File: src/core/twm_pkg.sv
// constants, mode codes and address decode for the timer wave-mode block
// assumes a 32-bit apb slave with 12 address bits decoded
package twm_pkg;
	// ----------------------------------------
	// register byte offsets
	// ----------------------------------------
	localparam logic [11:0] TWM_OFF_CTRL_A  = 12'h000; // wave control a
	localparam logic [11:0] TWM_OFF_CTRL_B  = 12'h004; // wave control b
	localparam logic [11:0] TWM_OFF_CMP_A   = 12'h008; // compare value a
	localparam logic [11:0] TWM_OFF_CMP_B   = 12'h00C; // compare value b
	localparam logic [11:0] TWM_OFF_COUNT   = 12'h010; // counter value
	localparam logic [11:0] TWM_OFF_STATUS  = 12'h014; // overflow flag
	localparam logic [11:0] TWM_OFF_PIN_DIR = 12'h018; // pin direction
	// ----------------------------------------
	// field positions and values
	// ----------------------------------------
	localparam int          TWM_ACT_A_LSB = 6;     // out_a_action
	localparam int          TWM_ACT_B_LSB = 4;     // out_b_action
	localparam int          TWM_WHIGH_BIT = 3;     // wave_mode_high in ctrl b
	localparam logic [7:0]  TWM_MAX       = 8'hFF; // counter max and fixed top
	localparam logic [7:0]  TWM_BOTTOM    = 8'h00; // counter bottom
	localparam logic [7:0]  TWM_RST_BYTE  = 8'h00; // reset of every field
	// ----------------------------------------
	// wave modes and register indices
	// ----------------------------------------
	typedef enum logic [2:0] {
		TWM_NORMAL = 3'b000, TWM_PHASE_FF = 3'b001, TWM_CLEAR_ON_MATCH = 3'b010, TWM_FAST_FF = 3'b011,
		TWM_RSV4 = 3'b100, TWM_PHASE_A = 3'b101, TWM_RSV6 = 3'b110, TWM_FAST_A = 3'b111
	} twm_mode_t;
	typedef enum logic [2:0] {
		TWM_I_CTRL_A = 3'h0, TWM_I_CTRL_B = 3'h1, TWM_I_CMP_A = 3'h2, TWM_I_CMP_B = 3'h3,
		TWM_I_COUNT = 3'h4, TWM_I_STATUS = 3'h5, TWM_I_PIN_DIR = 3'h6, TWM_I_NONE = 3'h7
	} twm_idx_t;
	// byte address to register index, none for unmapped
	function automatic twm_idx_t twm_decode(input logic [11:0] a);
		unique case (a)
			TWM_OFF_CTRL_A:  return TWM_I_CTRL_A;
			TWM_OFF_CTRL_B:  return TWM_I_CTRL_B;
			TWM_OFF_CMP_A:   return TWM_I_CMP_A;
			TWM_OFF_CMP_B:   return TWM_I_CMP_B;
			TWM_OFF_COUNT:   return TWM_I_COUNT;
			TWM_OFF_STATUS:  return TWM_I_STATUS;
			TWM_OFF_PIN_DIR: return TWM_I_PIN_DIR;
			default:         return TWM_I_NONE;
		endcase
	endfunction : twm_decode
endpackage : twm_pkg

File: src/core/twm_mode_if.sv
// decoded wave mode shared by decoder and channel units
// assumes one driver, the mode decoder
`timescale 1ns/1ps
interface twm_mode_if;
	logic fast;       // single-slope pwm
	logic phase;      // dual-slope pwm
	logic top_is_a;   // top from compare value a
	logic buffered;   // compare values load at top
	logic ovf_at_max; // overflow flag at max, else top or bottom
	logic high;       // wave_mode_high bit itself
	modport drv (output fast, phase, top_is_a, buffered, ovf_at_max, high);
	modport rcv (input fast, phase, top_is_a, buffered, ovf_at_max, high);
endinterface : twm_mode_if

File: src/core/twm_top.sv
// 8-bit timer wave-mode control: apb registers, counter, two outputs
// assumes an apb master on core_clk_in and port data from the same clock
// assumes one answer per setup, no wait state, no byte strobes
// limitation: counter steps every clock, no prescaler
//
// Behaviour
// RULE_01 - nonzero action field puts compare output on pin
// RULE_02 - pin driver enabled only by direction bit
// RULE_03 - out a non-pwm: off, toggle, clear, set
// RULE_04 - out a fast pwm actions, toggle needs high bit
// RULE_05 - out a phase pwm actions, toggle needs high bit
// RULE_06 - compare equal top: ignore match, act at top
// RULE_07 - out b non-pwm: off, toggle, clear, set
// RULE_08 - out b fast pwm actions, action 1 reserved
// RULE_09 - out b phase pwm actions, action 1 reserved
// RULE_10 - bits 3 and 2 ignore writes, read zero
// RULE_11 - mode from two low bits plus high bit
// RULE_12 - normal top max, match mode top a, immediate
// RULE_13 - phase modes buffer at top, overflow at bottom
// RULE_14 - fast modes buffer at top, overflow max or top
// RULE_15 - software never selects mode 4 or 6
// RULE_16 - high mode bit at ctrl b bit 3
// RULE_17 - bottom is zero, all fields reset zero
//
// Register access over APB and the address map were decided locally.
`timescale 1ns/1ps
module twm_top
	import twm_pkg::*;
(
	input  wire logic        core_clk_in,   // timer and bus clock, 50 MHz
	input  wire logic        rst_b_in,      // sync reset, low
	input  wire logic        psel_in,       // apb select
	input  wire logic        penable_in,    // apb enable
	input  wire logic        pwrite_in,     // apb direction
	input  wire logic [11:0] paddr_in,      // apb byte address
	input  wire logic [31:0] pwdata_in,     // apb write data
	input  wire logic [1:0]  port_data_in,  // normal port function per pin
	output logic      [31:0] prdata_out,    // apb read data
	output logic             pready_out,    // apb ready
	output logic             pslverr_out,   // apb error on unmapped
	output logic      [1:0]  pin_val_out,   // pin level, bit0 a bit1 b
	output logic      [1:0]  pin_oe_b_out,  // pin driver enable, low drives
	output logic             overflow_out   // overflow_flag level
);
	// ----------------------------------------
	// state
	// ----------------------------------------
	typedef struct packed {
		logic [1:0]  act_a;    // out_a_action
		logic [1:0]  act_b;    // out_b_action
		logic [1:0]  wlow;     // wave_mode_low
		logic        whigh;    // wave_mode_high
		logic [2:0]  csel;     // clock select, nonzero runs
		logic [7:0]  buf_a;    // compare_value_a as written
		logic [7:0]  buf_b;    // compare_value_b as written
		logic [7:0]  cmp_a;    // compare a in use when buffered
		logic [7:0]  cmp_b;    // compare b in use when buffered
		logic [7:0]  cnt;      // counter
		logic        down;     // phase pwm down slope
		logic        ovf;      // overflow_flag
		logic [1:0]  dir;      // pin direction bits
		logic [31:0] prdata;   // read data
		logic        pready;   // ready
		logic        pslverr;  // error
		logic [1:0]  pin_val;  // pin level
		logic [1:0]  pin_oe_b; // pin enable, low
	} twm_state_t;
	twm_state_t s_reg, s_next;
	// ----------------------------------------
	// pin ownership
	// ----------------------------------------
	// nonzero action takes the pin, except action 1 in pwm:
	// channel a without the high bit stays on its port,
	// channel b keeps the pin and holds its level
	function automatic logic twm_connected(input logic [1:0] act, input logic pwm_mode, input logic high,
		input logic is_b);
		logic off; // action 1 falls back to the port
		off = pwm_mode & (act == 2'h1) & ~high & ~is_b;
		return (act != 2'h0) & ~off;
	endfunction : twm_connected

	// ----------------------------------------
	// decode and datapath wires
	// ----------------------------------------
	twm_mode_if m_if ();            // decoded mode
	twm_mode_t  mode;               // wave_mode_field
	twm_idx_t   idx;                // register hit
	logic [7:0] eff_a;              // compare a as compared
	logic [7:0] eff_b;              // compare b as compared
	logic [7:0] top;                // current top
	logic       run;                // counter running
	logic       at_top;             // counter at top
	logic       match_a, match_b;   // compare matches
	logic       oc_a, oc_b;         // channel levels
	logic       wr;                 // write taken this edge
	logic       setup;              // setup cycle
	logic       ovf_set;            // overflow event
	logic [7:0] cnt_plus, cnt_minus;
	logic       pwm_any;            // either pwm mode
	logic       conn_a, conn_b;     // compare output owns the pin

	// mode bits live in two registers,
	// so they are joined once here
	assign mode  = twm_mode_t'({s_reg.whigh, s_reg.wlow}); // RULE_11
	assign idx   = twm_decode(paddr_in);
	assign setup = psel_in & ~penable_in;
	// write lands only in the access cycle that pready marks
	assign wr    = psel_in & penable_in & s_reg.pready & pwrite_in;
	// non-buffered modes compare against the written value at once
	assign eff_a = m_if.buffered ? s_reg.cmp_a : s_reg.buf_a; // RULE_12
	assign eff_b = m_if.buffered ? s_reg.cmp_b : s_reg.buf_b;
	assign top   = m_if.top_is_a ? eff_a : TWM_MAX; // RULE_12 RULE_13 RULE_14
	assign run   = s_reg.csel != 3'h0;
	assign at_top  = run & (s_reg.cnt == top);
	assign match_a = run & (s_reg.cnt == eff_a);
	assign match_b = run & (s_reg.cnt == eff_b);
	assign cnt_plus  = s_reg.cnt + 8'h01;
	assign cnt_minus = s_reg.cnt - 8'h01;

	// pin owner per channel, decoded once
	// for the pin mux; the checks decode it themselves
	assign pwm_any = m_if.fast | m_if.phase;
	assign conn_a  = twm_connected(s_reg.act_a, pwm_any, m_if.high, 1'b0); // RULE_01 RULE_04 RULE_05
	assign conn_b  = twm_connected(s_reg.act_b, pwm_any, m_if.high, 1'b1); // RULE_01 RULE_08 RULE_09

	// ----------------------------------------
	// mode decoder and channels
	// ----------------------------------------
	twm_mode_dec u_dec (
		.mode_in (mode),
		.m_out   (m_if)
	);
	// channel a: pwm toggle allowed with high bit
	twm_chan #(.IS_B(1'b0)) u_chan_a (
		.core_clk_in   (core_clk_in),
		.rst_b_in      (rst_b_in),
		.m_in          (m_if),
		.action_in     (s_reg.act_a),
		.match_in      (match_a),
		.at_top_in     (at_top),
		.up_in         (~s_reg.down),
		.cmp_is_top_in (eff_a == top),
		.oc_out        (oc_a)
	);
	// channel b: pwm action 1 holds the level
	twm_chan #(.IS_B(1'b1)) u_chan_b (
		.core_clk_in   (core_clk_in),
		.rst_b_in      (rst_b_in),
		.m_in          (m_if),
		.action_in     (s_reg.act_b),
		.match_in      (match_b),
		.at_top_in     (at_top),
		.up_in         (~s_reg.down),
		.cmp_is_top_in (eff_b == top),
		.oc_out        (oc_b)
	);

	// ----------------------------------------
	// next state
	// ----------------------------------------
	always_comb begin
		s_next  = s_reg;
		ovf_set = 1'b0;
		// counter sequence per mode
		// phase modes climb to top and fall back,
		// the others climb and wrap to bottom
		if (run) begin
			if (m_if.phase) begin // RULE_13
				if (!s_reg.down) begin
					// turn at top, but a zero top never turns
					if (at_top && s_reg.cnt != TWM_BOTTOM) begin
						s_next.down = 1'b1;
						s_next.cnt  = cnt_minus;
					end else begin
						s_next.cnt = cnt_plus;
					end
				// down slope ends at bottom: turn, flag
				end else if (s_reg.cnt == TWM_BOTTOM) begin // RULE_17
					s_next.down = 1'b0;
					s_next.cnt  = cnt_plus;
					ovf_set     = 1'b1;
				end else begin
					s_next.cnt = cnt_minus;
				end
			end else begin
				s_next.down = 1'b0;
				s_next.cnt  = at_top ? TWM_BOTTOM : cnt_plus; // RULE_12 RULE_14
				// overflow at max, or at top in fast mode 7
				ovf_set = m_if.ovf_at_max ? (s_reg.cnt == TWM_MAX) : at_top; // RULE_12 RULE_14
			end
		end
		// buffered compare values load at top
		if (!m_if.buffered || at_top) begin // RULE_13 RULE_14
			s_next.cmp_a = s_reg.buf_a;
			s_next.cmp_b = s_reg.buf_b;
		end
		// register writes
		// a counter write follows the step, so software wins
		if (wr) begin
			unique case (idx)
				// bits 3:2 are never stored
				TWM_I_CTRL_A: begin // RULE_10
					s_next.act_a = pwdata_in[TWM_ACT_A_LSB +: 2];
					s_next.act_b = pwdata_in[TWM_ACT_B_LSB +: 2];
					s_next.wlow  = pwdata_in[1:0];
				end
				// bits 7:4 are not stored and read zero
				TWM_I_CTRL_B: begin // RULE_16
					s_next.whigh = pwdata_in[TWM_WHIGH_BIT];
					s_next.csel  = pwdata_in[2:0];
				end
				TWM_I_CMP_A:   s_next.buf_a = pwdata_in[7:0];
				TWM_I_CMP_B:   s_next.buf_b = pwdata_in[7:0];
				TWM_I_COUNT:   s_next.cnt   = pwdata_in[7:0];
				TWM_I_STATUS:  ; // flag clear handled below
				TWM_I_PIN_DIR: s_next.dir   = pwdata_in[1:0];
				TWM_I_NONE:    ; // ignored, error reported
			endcase
		end
		// overflow flag: write one clears, a new event wins
		s_next.ovf = (s_reg.ovf & ~(wr & idx == TWM_I_STATUS & pwdata_in[0])) | ovf_set;
		// apb answer prepared in setup, valid for the access cycle
		// reads sample the register one cycle before pready
		s_next.pready  = setup;
		s_next.pslverr = setup & (idx == TWM_I_NONE);
		s_next.prdata  = 32'h0000_0000;
		if (setup && !pwrite_in) begin
			unique case (idx)
				TWM_I_CTRL_A:  s_next.prdata[7:0] = {s_reg.act_a, s_reg.act_b, 2'h0, s_reg.wlow}; // RULE_10
				TWM_I_CTRL_B:  s_next.prdata[7:0] = {4'h0, s_reg.whigh, s_reg.csel}; // RULE_16
				TWM_I_CMP_A:   s_next.prdata[7:0] = s_reg.buf_a;
				TWM_I_CMP_B:   s_next.prdata[7:0] = s_reg.buf_b;
				TWM_I_COUNT:   s_next.prdata[7:0] = s_reg.cnt;
				TWM_I_STATUS:  s_next.prdata[0]   = s_reg.ovf;
				TWM_I_PIN_DIR: s_next.prdata[1:0] = s_reg.dir;
				TWM_I_NONE:    s_next.prdata      = 32'h0000_0000;
			endcase
		end
		// pin mux: compare output or normal port value
		// registered, so the pin never glitches mid-cycle
		s_next.pin_val[0] = conn_a ? oc_a : port_data_in[0]; // RULE_01 RULE_04
		s_next.pin_val[1] = conn_b ? oc_b : port_data_in[1]; // RULE_01
		// driver follows direction alone, whoever owns the pin
		s_next.pin_oe_b   = ~s_reg.dir; // RULE_02
	end

	// ----------------------------------------
	// state register
	// ----------------------------------------
	// one register for all state keeps next-state in one place
	// all fields zero except pin_oe_b, all ones: normal mode, outputs disconnected, drivers off
	always_ff @(posedge core_clk_in) begin
		if (!rst_b_in) begin // RULE_17
			s_reg          <= '0;
			s_reg.pin_oe_b <= 2'h3;
		end else begin
			s_reg <= s_next;
		end
	end

	// ----------------------------------------
	// outputs
	// ----------------------------------------
	// every output straight from a flip-flop
	assign prdata_out   = s_reg.prdata;
	assign pready_out   = s_reg.pready;
	assign pslverr_out  = s_reg.pslverr;
	assign pin_val_out  = s_reg.pin_val;
	assign pin_oe_b_out = s_reg.pin_oe_b;
	assign overflow_out = s_reg.ovf;
endmodule : twm_top

File: src/core/twm_mode_dec.sv
// wave mode decoder: three mode bits to counting properties
// assumes mode bits come from registers on the same clock
`timescale 1ns/1ps
module twm_mode_dec
	import twm_pkg::*;
(
	input  wire twm_mode_t mode_in, // combined wave_mode_field
	twm_mode_if.drv        m_out    // decoded properties
);
	// reserved codes 4 and 6 fall back to normal counting
	always_comb begin
		m_out.high       = mode_in[2];
		m_out.fast       = 1'b0;
		m_out.phase      = 1'b0;
		m_out.top_is_a   = 1'b0;
		m_out.buffered   = 1'b0;
		m_out.ovf_at_max = 1'b1;
		unique case (mode_in)
			TWM_NORMAL, TWM_RSV4, TWM_RSV6: begin // RULE_12
			end
			TWM_CLEAR_ON_MATCH: m_out.top_is_a = 1'b1; // RULE_12
			TWM_PHASE_FF, TWM_PHASE_A: begin // RULE_13
				m_out.phase      = 1'b1;
				m_out.buffered   = 1'b1;
				m_out.ovf_at_max = 1'b0;
				m_out.top_is_a   = mode_in[2];
			end
			TWM_FAST_FF: begin // RULE_14
				m_out.fast     = 1'b1;
				m_out.buffered = 1'b1;
			end
			TWM_FAST_A: begin // RULE_14
				m_out.fast       = 1'b1;
				m_out.buffered   = 1'b1;
				m_out.top_is_a   = 1'b1;
				m_out.ovf_at_max = 1'b0;
			end
		endcase
	end
endmodule : twm_mode_dec

File: src/core/twm_chan.sv
// one compare output channel: action decode and output level
// assumes match, top and direction come from the counter on this clock
`timescale 1ns/1ps
module twm_chan
	import twm_pkg::*;
#(
	parameter logic IS_B = 1'b0 // channel b: action 1 reserved in pwm
) (
	input  wire logic       core_clk_in,   // timer clock
	input  wire logic       rst_b_in,      // sync reset, low
	twm_mode_if.rcv         m_in,          // decoded mode
	input  wire logic [1:0] action_in,     // output action field
	input  wire logic       match_in,      // counter equals compare
	input  wire logic       at_top_in,     // counter equals top
	input  wire logic       up_in,         // counting up
	input  wire logic       cmp_is_top_in, // compare equals top
	output logic            oc_out         // compare output level
);
	typedef struct packed {
		logic oc; // output level
	} twm_chan_state_t;
	twm_chan_state_t s_reg, s_next;
	logic            special; // match ignored, act at top
	logic            pwm;
	// next output level from action, mode and events
	always_comb begin
		s_next  = s_reg;
		pwm     = m_in.fast | m_in.phase;
		special = pwm & cmp_is_top_in & action_in[1]; // RULE_06
		if (!pwm) begin
			if (match_in) begin // RULE_03 RULE_07
				unique case (action_in)
					2'h0: s_next.oc = s_reg.oc;
					2'h1: s_next.oc = ~s_reg.oc;
					2'h2: s_next.oc = 1'b0;
					2'h3: s_next.oc = 1'b1;
				endcase
			end
		end else if (action_in == 2'h1) begin
			// toggle only on channel a with the high mode bit
			if (match_in && m_in.high && !IS_B) s_next.oc = ~s_reg.oc; // RULE_04 RULE_05 RULE_08 RULE_09
		end else if (action_in[1]) begin
			if (m_in.fast) begin // RULE_04 RULE_08
				if (match_in && !special) s_next.oc = action_in[0];
				if (at_top_in) s_next.oc = ~action_in[0];
			end else begin // RULE_05 RULE_09
				if (match_in && !special) s_next.oc = up_in ? action_in[0] : ~action_in[0];
				if (special && at_top_in) s_next.oc = ~action_in[0]; // RULE_06
			end
		end
	end
	// level register, low after reset
	always_ff @(posedge core_clk_in) begin
		if (!rst_b_in) s_reg <= '0;
		else s_reg <= s_next;
	end
	assign oc_out = s_reg.oc;
endmodule : twm_chan

File: config.mk
export PLATFORM = sky130hd
export DESIGN_NAME = twm_top
export DESIGN_NICKNAME = d
export VERILOG_FILES = /design/src/core/twm_pkg.sv /design/src/core/twm_mode_if.sv /design/src/core/twm_top.sv /design/src/core/twm_mode_dec.sv /design/src/core/twm_chan.sv
export SDC_FILE = /design/constraint.sdc
export NUM_CORES = 1
export LEC_CHECK = 0
export BUFFER_PORTS_ARGS = -buffer_cell sky130_fd_sc_hd__buf_2
export CAP_MARGIN = 15
export CORE_ASPECT_RATIO = 2
export CORE_MARGIN = 8
export CORE_UTILIZATION = 39
export CTS_BUF_LIST = sky130_fd_sc_hd__clkbuf_8
export DETAILED_ROUTE_END_ITERATION = 8
export HOLD_SLACK_MARGIN = 0.1
export PLACE_DENSITY = 0.68
export SYNTH_ARGS = -nofsm -noshare
export SYNTH_HDL_FRONTEND = slang
export SYNTH_SLANG_ARGS = --single-unit
File: constraint.sdc
create_clock -name core_clk_in -period 3.1 [get_ports core_clk_in]
set_clock_uncertainty 0.1 [all_clocks]
set_input_delay 0.93 -clock core_clk_in [delete_from_list [all_inputs] [get_ports core_clk_in]]
set_output_delay 0.93 -clock core_clk_in [all_outputs]
set_load 0.02 [all_outputs]
==> impl_results.md, run 1 <==
- TritonCTS clock tree: built
- Max-Slew Margin vs Limit: 56.2%
- ANT cells: 0
- # setup viols final: 0
- Bufs and invs on worst path: 1
- Clk_lat worst skew: 360 ps
- Top cell type by total area after synthesis: dfxtp_1
- Post_cts resized: 0
- Seq cells post-synth: 70
- Via count: 4401
- PwrDens: 372 nW/um^2
- Mapped Cells: 568
- Drt initial violations: 419
- Peak supply drop: 0.000330 V
- Clock Sinks: 70
- Die width: 93.4 um
- Async S/R FF share, synth: 0%
- Hold WS: 313 ps
- # port buffers: 41
- Pin count of the biggest net entering global routing: 36
- Vias in the first global route: 4348
- Bufs on Longest Clock Path: 2
- Initial Util: 39.9%
- Sequential fraction of the synthesis area: 30.0%
- EDFF count, synth: 0
- Leak pwr: 2.00 nW
- Final nets: 657
- Hpwl dp: 11800 um
- RSZ-0062 raised after global routing: no
- Routed Wire Length: 15300 um
- GPL Wtd Cong: 0.947
- Slew at the pin with the worst max-slew slack: 656 ps
- Drt wl/cell: 20.3 um
- Max Cap Viol: 0
- Drt drc: 0
- Synth Area per Inst: 8.23 um^2
- Initial antenna violation count: 0
- Clock-pin slew on the worst setup and hold paths: 80 ps
- Core Area: 11700 um^2
- Layout cells sized above 1: 19.5%
- Crit end category: flop
- CP required: 3260 ps
- ANT nets after route: 0
- Multi-input logic area: 2840 um^2
- Highest fanout seen on the critical path: 11
- Largest register FFs: 50
- Largest delay share family, worst path: compound AO/OA/AOI/OAI gates
- Root Driver: clkbuf_8
- Total CTS buffers: 9
- Top post-synthesis cells by area: dfxtp_1, mux2i_1, buf_4
- Gr usage total: 19.3%
- Final period utilization: 93.8%
- Fillcell total: 1117
- Grt total ovfl: 0
- FMAX: 344 MHz
- Largest stage delay, worst path: 480 ps
- Proportion of netlist area held by the largest area contributor: 30.0%
- Yosys cell types: 74
- TNS Setup: 0 ps
- Main synth FF type: dfxtp_1
- Fin. Hold Viols: 0
- Cell area after synthesis: 4670 um^2
- Final worst slack: 192 ps
- Kind of critical path: flop to flop
- Rows: 56
- I/O pin total: 90
- Hold_buf cts: 0
- Tmin final: 2910 ps
- Status: finished clean
- CP Cell Sequence: buf_6, mux2_2, a22oi_1, o221ai_1, nor4_1, a21o_2, a41oi_2, a31o_1, a21o_1
- Drt via density: 5.84
- Synth Warn #: 0
- Min-Delay Path Class: flop to flop
- Post-CTS setup buffer count: 0
- CP Launch Type: flop
- First-pass GRT wire length: 23300 um
- H-tree depth: 3
- DP Worst Slack: 107 ps
- Max Slew Vio Count: 0
- WP data arrival: 3070 ps
- Synth-to-Final Area Change: 12.2%
- Die Y-Extent: 171 um
- Die area: 16000 um^2
- DR pass1 iterations: 5
- CP max-delay cell: dfxtp_1
- Reg area: 1400 um^2
==> final timing paths <==
check             startpoint              end  cells past startpoint  slack (ps)
hold reg to reg    s_reg[38]  pin_oe_b_out[0]                      1         310
hold / removal     s_reg[38]  pin_oe_b_out[0]                      1         310
setup / recovery     mode[0]  u_chan_b.oc_out                      9         190
setup reg to reg     mode[0]  u_chan_b.oc_out                      9         190
==> cell type report <==
type / count / area share, %
clock buffer: 9 / 2.36
clock inverter: 7 / 2.17
inverter: 15 / 1.07
multi-input combinational: 430 / 54.2
sequential: 70 / 26.7
tap: 145 / 3.46
timing repair buffer: 78 / 10.0
==> placed cells by master, fill, tap and decap left out, types with 6 or more instances in the layout <==
cell / instances
dfxtp_1: 70
nor2_1: 57
mux2i_1: 50
nand2_1: 47
a21oi_1: 41
buf_2: 41
buf_4: 33
nand3_1: 26
conb_1: 24
xnor2_1: 22
o21ai_0: 21
inv_1: 16
xor2_1: 12
clkbuf_8: 9
nor3_1: 8
nand2b_1: 6
a222oi_1: 6
nand4_1: 6
nor4_1: 6
==> report_power, final <==
group / total (mW) / internal [mW] / switching, mW
Combinational: 0.139 / 0.0432 / 0.0960
Clock: 0.895 / 0.530 / 0.365
Sequential: 0.914 / 0.903 / 0.0112
==> synth_stat cells, types with 3 or more instances <==
library cell,n
o21ai_0,21
nand2_1,47
buf_1,4
a221oi_1,4
a21oi_1,41
a211oi_1,3
buf_2,4
nor4_1,7
a31oi_1,4
xnor2_1,22
nor3_1,8
clkbuf_1,24
a22oi_1,3
xor2_1,12
a21o_1,4
and2_1,4
nand3_1,26
nand3b_1,4
or3b_1,3
buf_4,39
inv_1,15
a21o_2,3
nor3b_1,4
a311oi_1,4
o22ai_1,4
nand4_1,6
a222oi_1,6
mux2i_1,50
nor2_1,57
nand2b_1,6
buf_6,4
dfxtp_1,70
a2111oi_0,3
o211ai_1,3
==> stage by stage <==
step	area (um^2)	utilization, %	power, mW	cells
5_1_grt	5240	44.8	2.01	754
2_1_floorplan	4760	-	1.04	591
4_1_cts	5240	44.8	1.95	754
3_5_place_dp	5000	42.7	1.07	738
3_3_place_gp	5000	42.7	1.07	738
6_report	5240	44.8	1.95	754
==> routing by layer <==
layer  share of wire, %  routed length [um]  global-route usage (%)
met5                  0                   0                       0
met4                8.9                1370                    18.4
met3                4.9                 744                    2.81
met2                 53                8110                    34.6
met1                 33                5090                    18.1
==> worst reg2reg max path, cell delays in order, from the launching register on <==
cell and delay [ps]:
dfxtp_1 480, buf_6 230, mux2_2 400, a22oi_1 250, o221ai_1 180, nor4_1 440, a21o_2 230, a41oi_2 140
a31o_1 240, a21o_1 140
==> cell families after synthesis <==
| group | share of synthesized area [%] |
|---|---|
| AO/OA/AOI/OAI | 20.0 |
| XOR/XNOR | 6.37 |
| adder cells (fa/ha/maj) | 0.535 |
| buffers and inverters | 11.2 |
| flip-flops | 30.0 |
| multiplexers | 11.5 |
| other | 0.0802 |
| AND/OR/NAND/NOR | 20.3 |
(Power assumes the default switching activity.)
==> run 2, diff against run 1 <==
--- a/config.mk
+++ b/config.mk
@@ -8,12 +8,13 @@
 export BUFFER_PORTS_ARGS = -buffer_cell sky130_fd_sc_hd__buf_2
 export CAP_MARGIN = 15
 export CORE_ASPECT_RATIO = 2
-export CORE_MARGIN = 8
+export CORE_MARGIN = 2
 export CORE_UTILIZATION = 39
 export CTS_BUF_LIST = sky130_fd_sc_hd__clkbuf_8
 export DETAILED_ROUTE_END_ITERATION = 8
 export HOLD_SLACK_MARGIN = 0.1
-export PLACE_DENSITY = 0.68
+export PLACE_DENSITY = 0.66
+export SLEW_MARGIN = 20
 export SYNTH_ARGS = -nofsm -noshare
 export SYNTH_HDL_FRONTEND = slang
 export SYNTH_SLANG_ARGS = --single-unit
==> constraint.sdc (replaced) <==
create_clock -name core_clk_in -period 3.4 [get_ports core_clk_in]
set_clock_uncertainty 0.1 [all_clocks]
set_input_delay 1.02 -clock core_clk_in [delete_from_list [all_inputs] [get_ports core_clk_in]]
set_output_delay 1.02 -clock core_clk_in [all_outputs]
set_load 0.02 [all_outputs]
==> run 2 against run 1 <==
  * Largest power group unchanged
  * Die area down 19%
  * Final area is 3.6% lower
  * Hold slack got worse by 5.5 ps
  * Global-route usage rose by 3.6 points
==> impl_results.md, run 2 (same netlist as run 1, synthesis figures left out) <==
- Status: finished clean
- Min-delay src: s_reg[38]
- Internal reg-to-reg setup slack: 320 ps (+130 ps)
- Max Slew Vio Count: 0 (unchanged)
- Most frequent cells in the layout: dfxtp_1, nor2_1, mux2i_1, nand2_1
- CP Cell Sequence: buf_4, mux2i_1, xnor2_1, nor4_1, nand4_1, a211oi_1, a41oi_2, a31o_1, a21o_1
- CP max-delay cell: dfxtp_1
- Met2 usage: 38.2% (+3.5 points)
- Die width: 81.4 um (-13%)
- Synth-to-Final Area Change: 8.11%
- Layout cells sized above 1: 17.8% (-1.8 points)
- R2R depth: 9 (unchanged)
- Drt drc: 0 (unchanged)
- Largest stage delay, worst path: 640 ps (+160 ps)
- Grt peak-use layer: met2
- Tmin final: 3080 ps (+169 ps)
- ANT cells: 0 (unchanged)
- Die area: 12900 um^2 (-19%)
- Leak pwr: 1.91 nW (-4.2%)
- Drt via density: 5.87 (+0.60%)
- Max Cap Viol: 0 (unchanged)
- Slew at the pin with the worst max-slew slack: 739 ps (+82.9 ps)
- CP Launch Type: flop
- Min-Delay Path Class: flop to flop
- ANT nets after route: 0 (unchanged)
- Clock Sinks: 70 (unchanged)
- Crit end category: flop
- Clk_lat worst skew: 380 ps (+20 ps)
- Total CTS buffers: 9 (unchanged)
- Max-Slew Margin vs Limit: 50.7% (-5.5 points)
- First-pass GRT wire length: 22100 um (-5.0%)
- Routed Wire Length: 14300 um (-6.6%)
- DR pass1 iterations: 6 (+1)
- Vias in the first global route: 4171 (-4.1%)
- RSZ-0062 raised after global routing: no
- Bufs on Longest Clock Path: 2 (unchanged)
- Cells after DPL: 726 (-1.6%)
- Met3 Track Usage GR: 2.67% (-0.14 points)
- Bufs and invs on worst path: 1 (unchanged)
- TritonCTS clock tree: built
- Placed cell areas: 4890 um^2 (-2.3%)
- Rows: 56 (unchanged)
- Gr usage total: 22.9% (+3.6 points)
- Drt initial violations: 452 (+7.9%)
- Post_cts resized: 0 (unchanged)
- Reg2reg start: mode[0]
- Fin. Hold Viols: 0 (unchanged)
- Kind of critical path: flop to flop
- Drt wl/cell: 19.3 um (-5.1%)
- Hpwl dp: 10900 um (-7.4%)
- TNS Setup: 0 ps (unchanged)
- FMAX: 325 MHz (-5.5%)
- PwrDens: 311 nW/um^2 (-16%)
- Initial antenna violation count: 0 (unchanged)
- Pin count of the biggest net entering global routing: 35 (-2.8%)
- Commonest non-fill, non-tap cell in the layout: dfxtp_1
- Largest register FFs: 50 (unchanged)
- Core Area: 11700 um^2 (unchanged)
- # port buffers: 41 (unchanged)
- Peak supply drop: 0.000146 V (-56%)
- Root Driver: clkbuf_8
- WP data arrival: 3260 ps (+190 ps)
- Initial Util: 39.9% (unchanged)
- Grt total ovfl: 0 (unchanged)
- GR Util met1: 24.2% (+6.2 points)
- GPL Wtd Cong: 0.925 (-2.3%)
- Hold_buf cts: 0 (unchanged)
- Final core occ: 43.2% (-1.6 points)
- Fin cells: 742 (-1.6%)
- Critical R2R Capture: u_chan_b.oc_out
- # setup viols final: 0 (unchanged)
- Final period utilization: 90.5% (-3.3 points)
- Hold-critical path depth: 1 (unchanged)
- CP required: 3580 ps (+320 ps)
- Largest delay share family, worst path: compound AO/OA/AOI/OAI gates
- Final Cell Area: 5050 um^2 (-3.6%)
- I/O pin total: 90 (unchanged)
- Post-CTS setup buffer count: 0 (unchanged)
- Hold Crit Endpoint: pin_oe_b_out[0]
- Clock-pin slew on the worst setup and hold paths: 80 ps (about the same)
- Die Y-Extent: 159 um (-7.0%)
- H-tree depth: 3 (unchanged)
- Via count: 4357 (-1.0%)
- Highest fanout seen on the critical path: 9 (-2)
- Final nets: 645 (-1.8%)
run 2: cell count changes in the layout (fill, tap and decap cells not counted), sizes merged:
cell | before | now
buf | 78 | 66
clkbuf | 9 | 10
inv | 16 | 17
clkinv | 1 | 3
bufinv | 3 | 0
clkinvlp | 2 | 1
run 2: metal layers:
metal  part of all wire, %  vias to the layer above
met5                     0                        -
li1                      -                     2025
met3                   5.0                       64
met1                    34                     2071
met2                    51                      197
met4                   9.4                        0
run 2: area by class of cell:
class | count | area (um^2)
Clock buffer | 10 | 138
Clock inverter | 6 | 30.0
Fill cell | 1189 | 6650
Inverter | 15 | 56.3
Multi-Input combinational cell | 430 | 2840
Sequential cell | 70 | 1400
Tap cell | 145 | 181
Timing Repair Buffer | 66 | 405
run 2: how the worst max path moves through the flow:
| stage | startpoint | to | slack [ps] | cells past startpoint |
|---|---|---|---|---|
| after floorplan | paddr_in[7] | s_reg[49] | 290 | 8 |
| after global placement | paddr_in[7] | s_reg[49] | 250 | 9 |
| after detailed placement | paddr_in[7] | s_reg[49] | 190 | 9 |
| after CTS | mode[0] | u_chan_b.oc_out | 350 | 9 |
| after global routing | mode[0] | s_reg[49] | 150 | 9 |
| final | mode[0] | u_chan_b.oc_out | 320 | 9 |
run 2: power breakdown:
part	switching [mW]	leakage [nW]	internal, mW
clock network	0.334	0.0944	0.275
registers	0.00586	0.565	0.824
logic	0.0920	1.25	0.0388
run 2: stage by stage:
stage                     power [mW]  hold WS [ps]  setup WS (ps)
final                           1.57           308            323
after CTS                       1.58           308            346
after global placement         0.976           290            245
after floorplan                0.949           270            290
after detailed placement       0.977           290            187
after global routing            1.63           318            151
==> run 3, diff against run 2 <==
--- a/config.mk
+++ b/config.mk
@@ -7,13 +7,16 @@
 export LEC_CHECK = 0
 export BUFFER_PORTS_ARGS = -buffer_cell sky130_fd_sc_hd__buf_2
 export CAP_MARGIN = 15
+export CELL_PAD_IN_SITES_DETAIL_PLACEMENT = 1
+export CELL_PAD_IN_SITES_GLOBAL_PLACEMENT = 1
 export CORE_ASPECT_RATIO = 2
-export CORE_MARGIN = 2
+export CORE_MARGIN = 10
 export CORE_UTILIZATION = 39
 export CTS_BUF_LIST = sky130_fd_sc_hd__clkbuf_8
 export DETAILED_ROUTE_END_ITERATION = 8
+export GPL_ROUTABILITY_DRIVEN = 0
 export HOLD_SLACK_MARGIN = 0.1
-export PLACE_DENSITY = 0.66
+export PLACE_DENSITY = 0.83
 export SLEW_MARGIN = 20
 export SYNTH_ARGS = -nofsm -noshare
 export SYNTH_HDL_FRONTEND = slang
==> run 3 against run 2 <==
  * Power grew 11%
  * Critical path depth is the same
  * Highest routed layer unchanged
  * Register-to-register slack lost 140 ps
  * Combinational power is essentially flat
  * Critical endpoint is now s_reg[49]
  * Count of clock-buffer cells in the layout shrank 1
  * Non-clock buffer count grew 4
  * Sequential share of layout area shrank 0.33 points
==> impl_results.md, run 3 (same netlist as run 1, synthesis figures left out) <==
- Status: finished clean
- Tmin final: 3220 ps (+138 ps)
- Commonest non-fill, non-tap cell in the layout: dfxtp_1
- DR pass1 iterations: 8 (+2)
- CP Cell Sequence: inv_1, ha_1, nor3b_1, nand3_1, and2_1, a31oi_4, nand4_1, nand4b_1, or3b_1
- Max Slew Vio Count: 0 (unchanged)
- Routed Wire Length: 17500 um (+22%)
- H-tree depth: 3 (unchanged)
- Largest register FFs: 50 (unchanged)
- Peak supply drop: 0.000376 V (+160%)
- # port buffers: 41 (unchanged)
- TritonCTS clock tree: built
- PwrDens: 340 nW/um^2 (+9.4%)
- RSZ-0062 raised after global routing: no
- Largest stage delay, worst path: 480 ps (-160 ps)
- Core Area: 11800 um^2 (+0.60%)
- Leak pwr: 1.95 nW (+1.8%)
- Total CTS buffers: 9 (unchanged)
- Fin. Hold Viols: 0 (unchanged)
- Vias in the first global route: 4850 (+16%)
- CP required: 3560 ps (-20 ps)
- Placed cell areas: 4900 um^2 (+0.23%)
- Final core occ: 43.5% (+0.31 points)
- Grt total ovfl: 0 (unchanged)
- Final period utilization: 94.6% (+4.1 points)
- Clock-pin slew on the worst setup and hold paths: 90 ps (about the same)
- Gr usage total: 19.9% (-3.0 points)
- Switching Power: 0.463 mW (+7.3%)
- Hold-critical path depth: 1 (unchanged)
- I/O pin total: 90 (unchanged)
- Highest fanout seen on the critical path: 5 (-4)
- CP max-delay cell: nor3b_1
- ANT nets after route: 0 (unchanged)
- Crit end category: flop
- Seq pwr share: 47.8% (-5.1 points)
- TNS Setup: 0 ps (unchanged)
- Max-Slew Margin vs Limit: 45.8% (-4.9 points)
- Hold WS: 310 ps (+2.40 ps)
- Clock Sinks: 70 (unchanged)
- Drt initial violations: 485 (+7.3%)
- Initial antenna violation count: 0 (unchanged)
- Initial Util: 39.7% (-0.24 points)
- Max Cap Viol: 0 (unchanged)
- Design Power: 1.74 mW (+11%)
- Largest delay share family, worst path: simple AND/OR/NAND/NOR gates
- FMAX: 311 MHz (-4.3%)
- Kind of critical path: flop to flop
- Comb pwr share: 7.6% (-0.7 points)
- Int Power: 1.28 mW (+12%)
- Fin cells: 746 (+0.54%)
- Bufs on Longest Clock Path: 2 (unchanged)
- WP depth: 9 (unchanged)
- Clk_lat worst skew: 370 ps (about the same)
- Post-CTS setup buffer count: 0 (unchanged)
- Drt wl/cell: 23.4 um (+22%)
- Die area: 17000 um^2 (+32%)
- Layout cells sized above 1: 18.5% (+0.71 points)
- DP Worst Slack: 44.7 ps (-142 ps)
- R2R depth: 9 (unchanged)
- Final worst slack: 185 ps (-138 ps)
- WP data arrival: 3380 ps (+120 ps)
- Die Y-Extent: 175 um (+10%)
- Cells after DPL: 730 (+0.55%)
- Most frequent cells in the layout: dfxtp_1, nor2_1, mux2i_1, nand2_1
- Sw frac: 26.6% (-0.89 points)
- First-pass GRT wire length: 27300 um (+23%)
- Slew at the pin with the worst max-slew slack: 812 ps (+72.9 ps)
- Final nets: 649 (+0.62%)
- Final Cell Area: 5120 um^2 (+1.3%)
- Drt drc: 0 (unchanged)
- Synth-to-Final Area Change: 9.53%
- CP Launch Type: flop
- Rows: 56 (unchanged)
- Drt via density: 6.18 (+5.2%)
- Bufs and invs on worst path: 1 (unchanged)
- Die width: 97.4 um (+20%)
- Via count: 4609 (+5.8%)
- ANT cells: 0 (unchanged)
- Pin count of the biggest net entering global routing: 27 (-23%)
- Clock Power Share: 44.6% (+5.8 points)
- Root Driver: clkbuf_8
- Hpwl dp: 13200 um (+20%)
- Min-Delay Path Class: flop to flop
- # setup viols final: 0 (unchanged)
run 3: cell type report:
class	instances	area, um^2
clock inverters	7	97.6
inverters	15	56.3
repair buffers	70	423
well taps	145	181
flip-flops and latches	70	1400
multi-input cells	430	2840
fillers	1473	6650
clock buffers	9	124
run 3: worst paths after layout:
| path | endpoint | slack, ps | from |
|---|---|---|---|
| worst max-delay path | s_reg[49] | 180 | s_reg[42] |
| worst min-delay path | pin_oe_b_out[0] | 310 | s_reg[38] |
| worst min register to register | pin_oe_b_out[0] | 310 | s_reg[38] |
| worst max register to register | s_reg[49] | 180 | s_reg[42] |
run 3: power groups by stage:
stage / clock [mW] / sequential, mW / combinational, mW
2_1_floorplan: 0 / 0.846 / 0.102
3_3_place_gp: 0 / 0.849 / 0.124
3_5_place_dp: 0 / 0.850 / 0.128
4_1_cts: 0.784 / 0.830 / 0.129
5_1_grt: 0.820 / 0.831 / 0.141
6_report: 0.776 / 0.831 / 0.132
run 3: layer usage:
layer  GRT usage (%)  vias up  share of wire (%)
li1                -     2035                  -
met1            19.3     2287                 34
met2            37.5      210                 54
met3            3.28       77                4.7
met4            12.9        0                6.6
met5               0        -                  0
run 3: what timing repair did:
action / in CTS / in global routing
resized for setup: 0 / 1
setup endpoints to repair: 0 / 23
hold buffers: 0 / 0
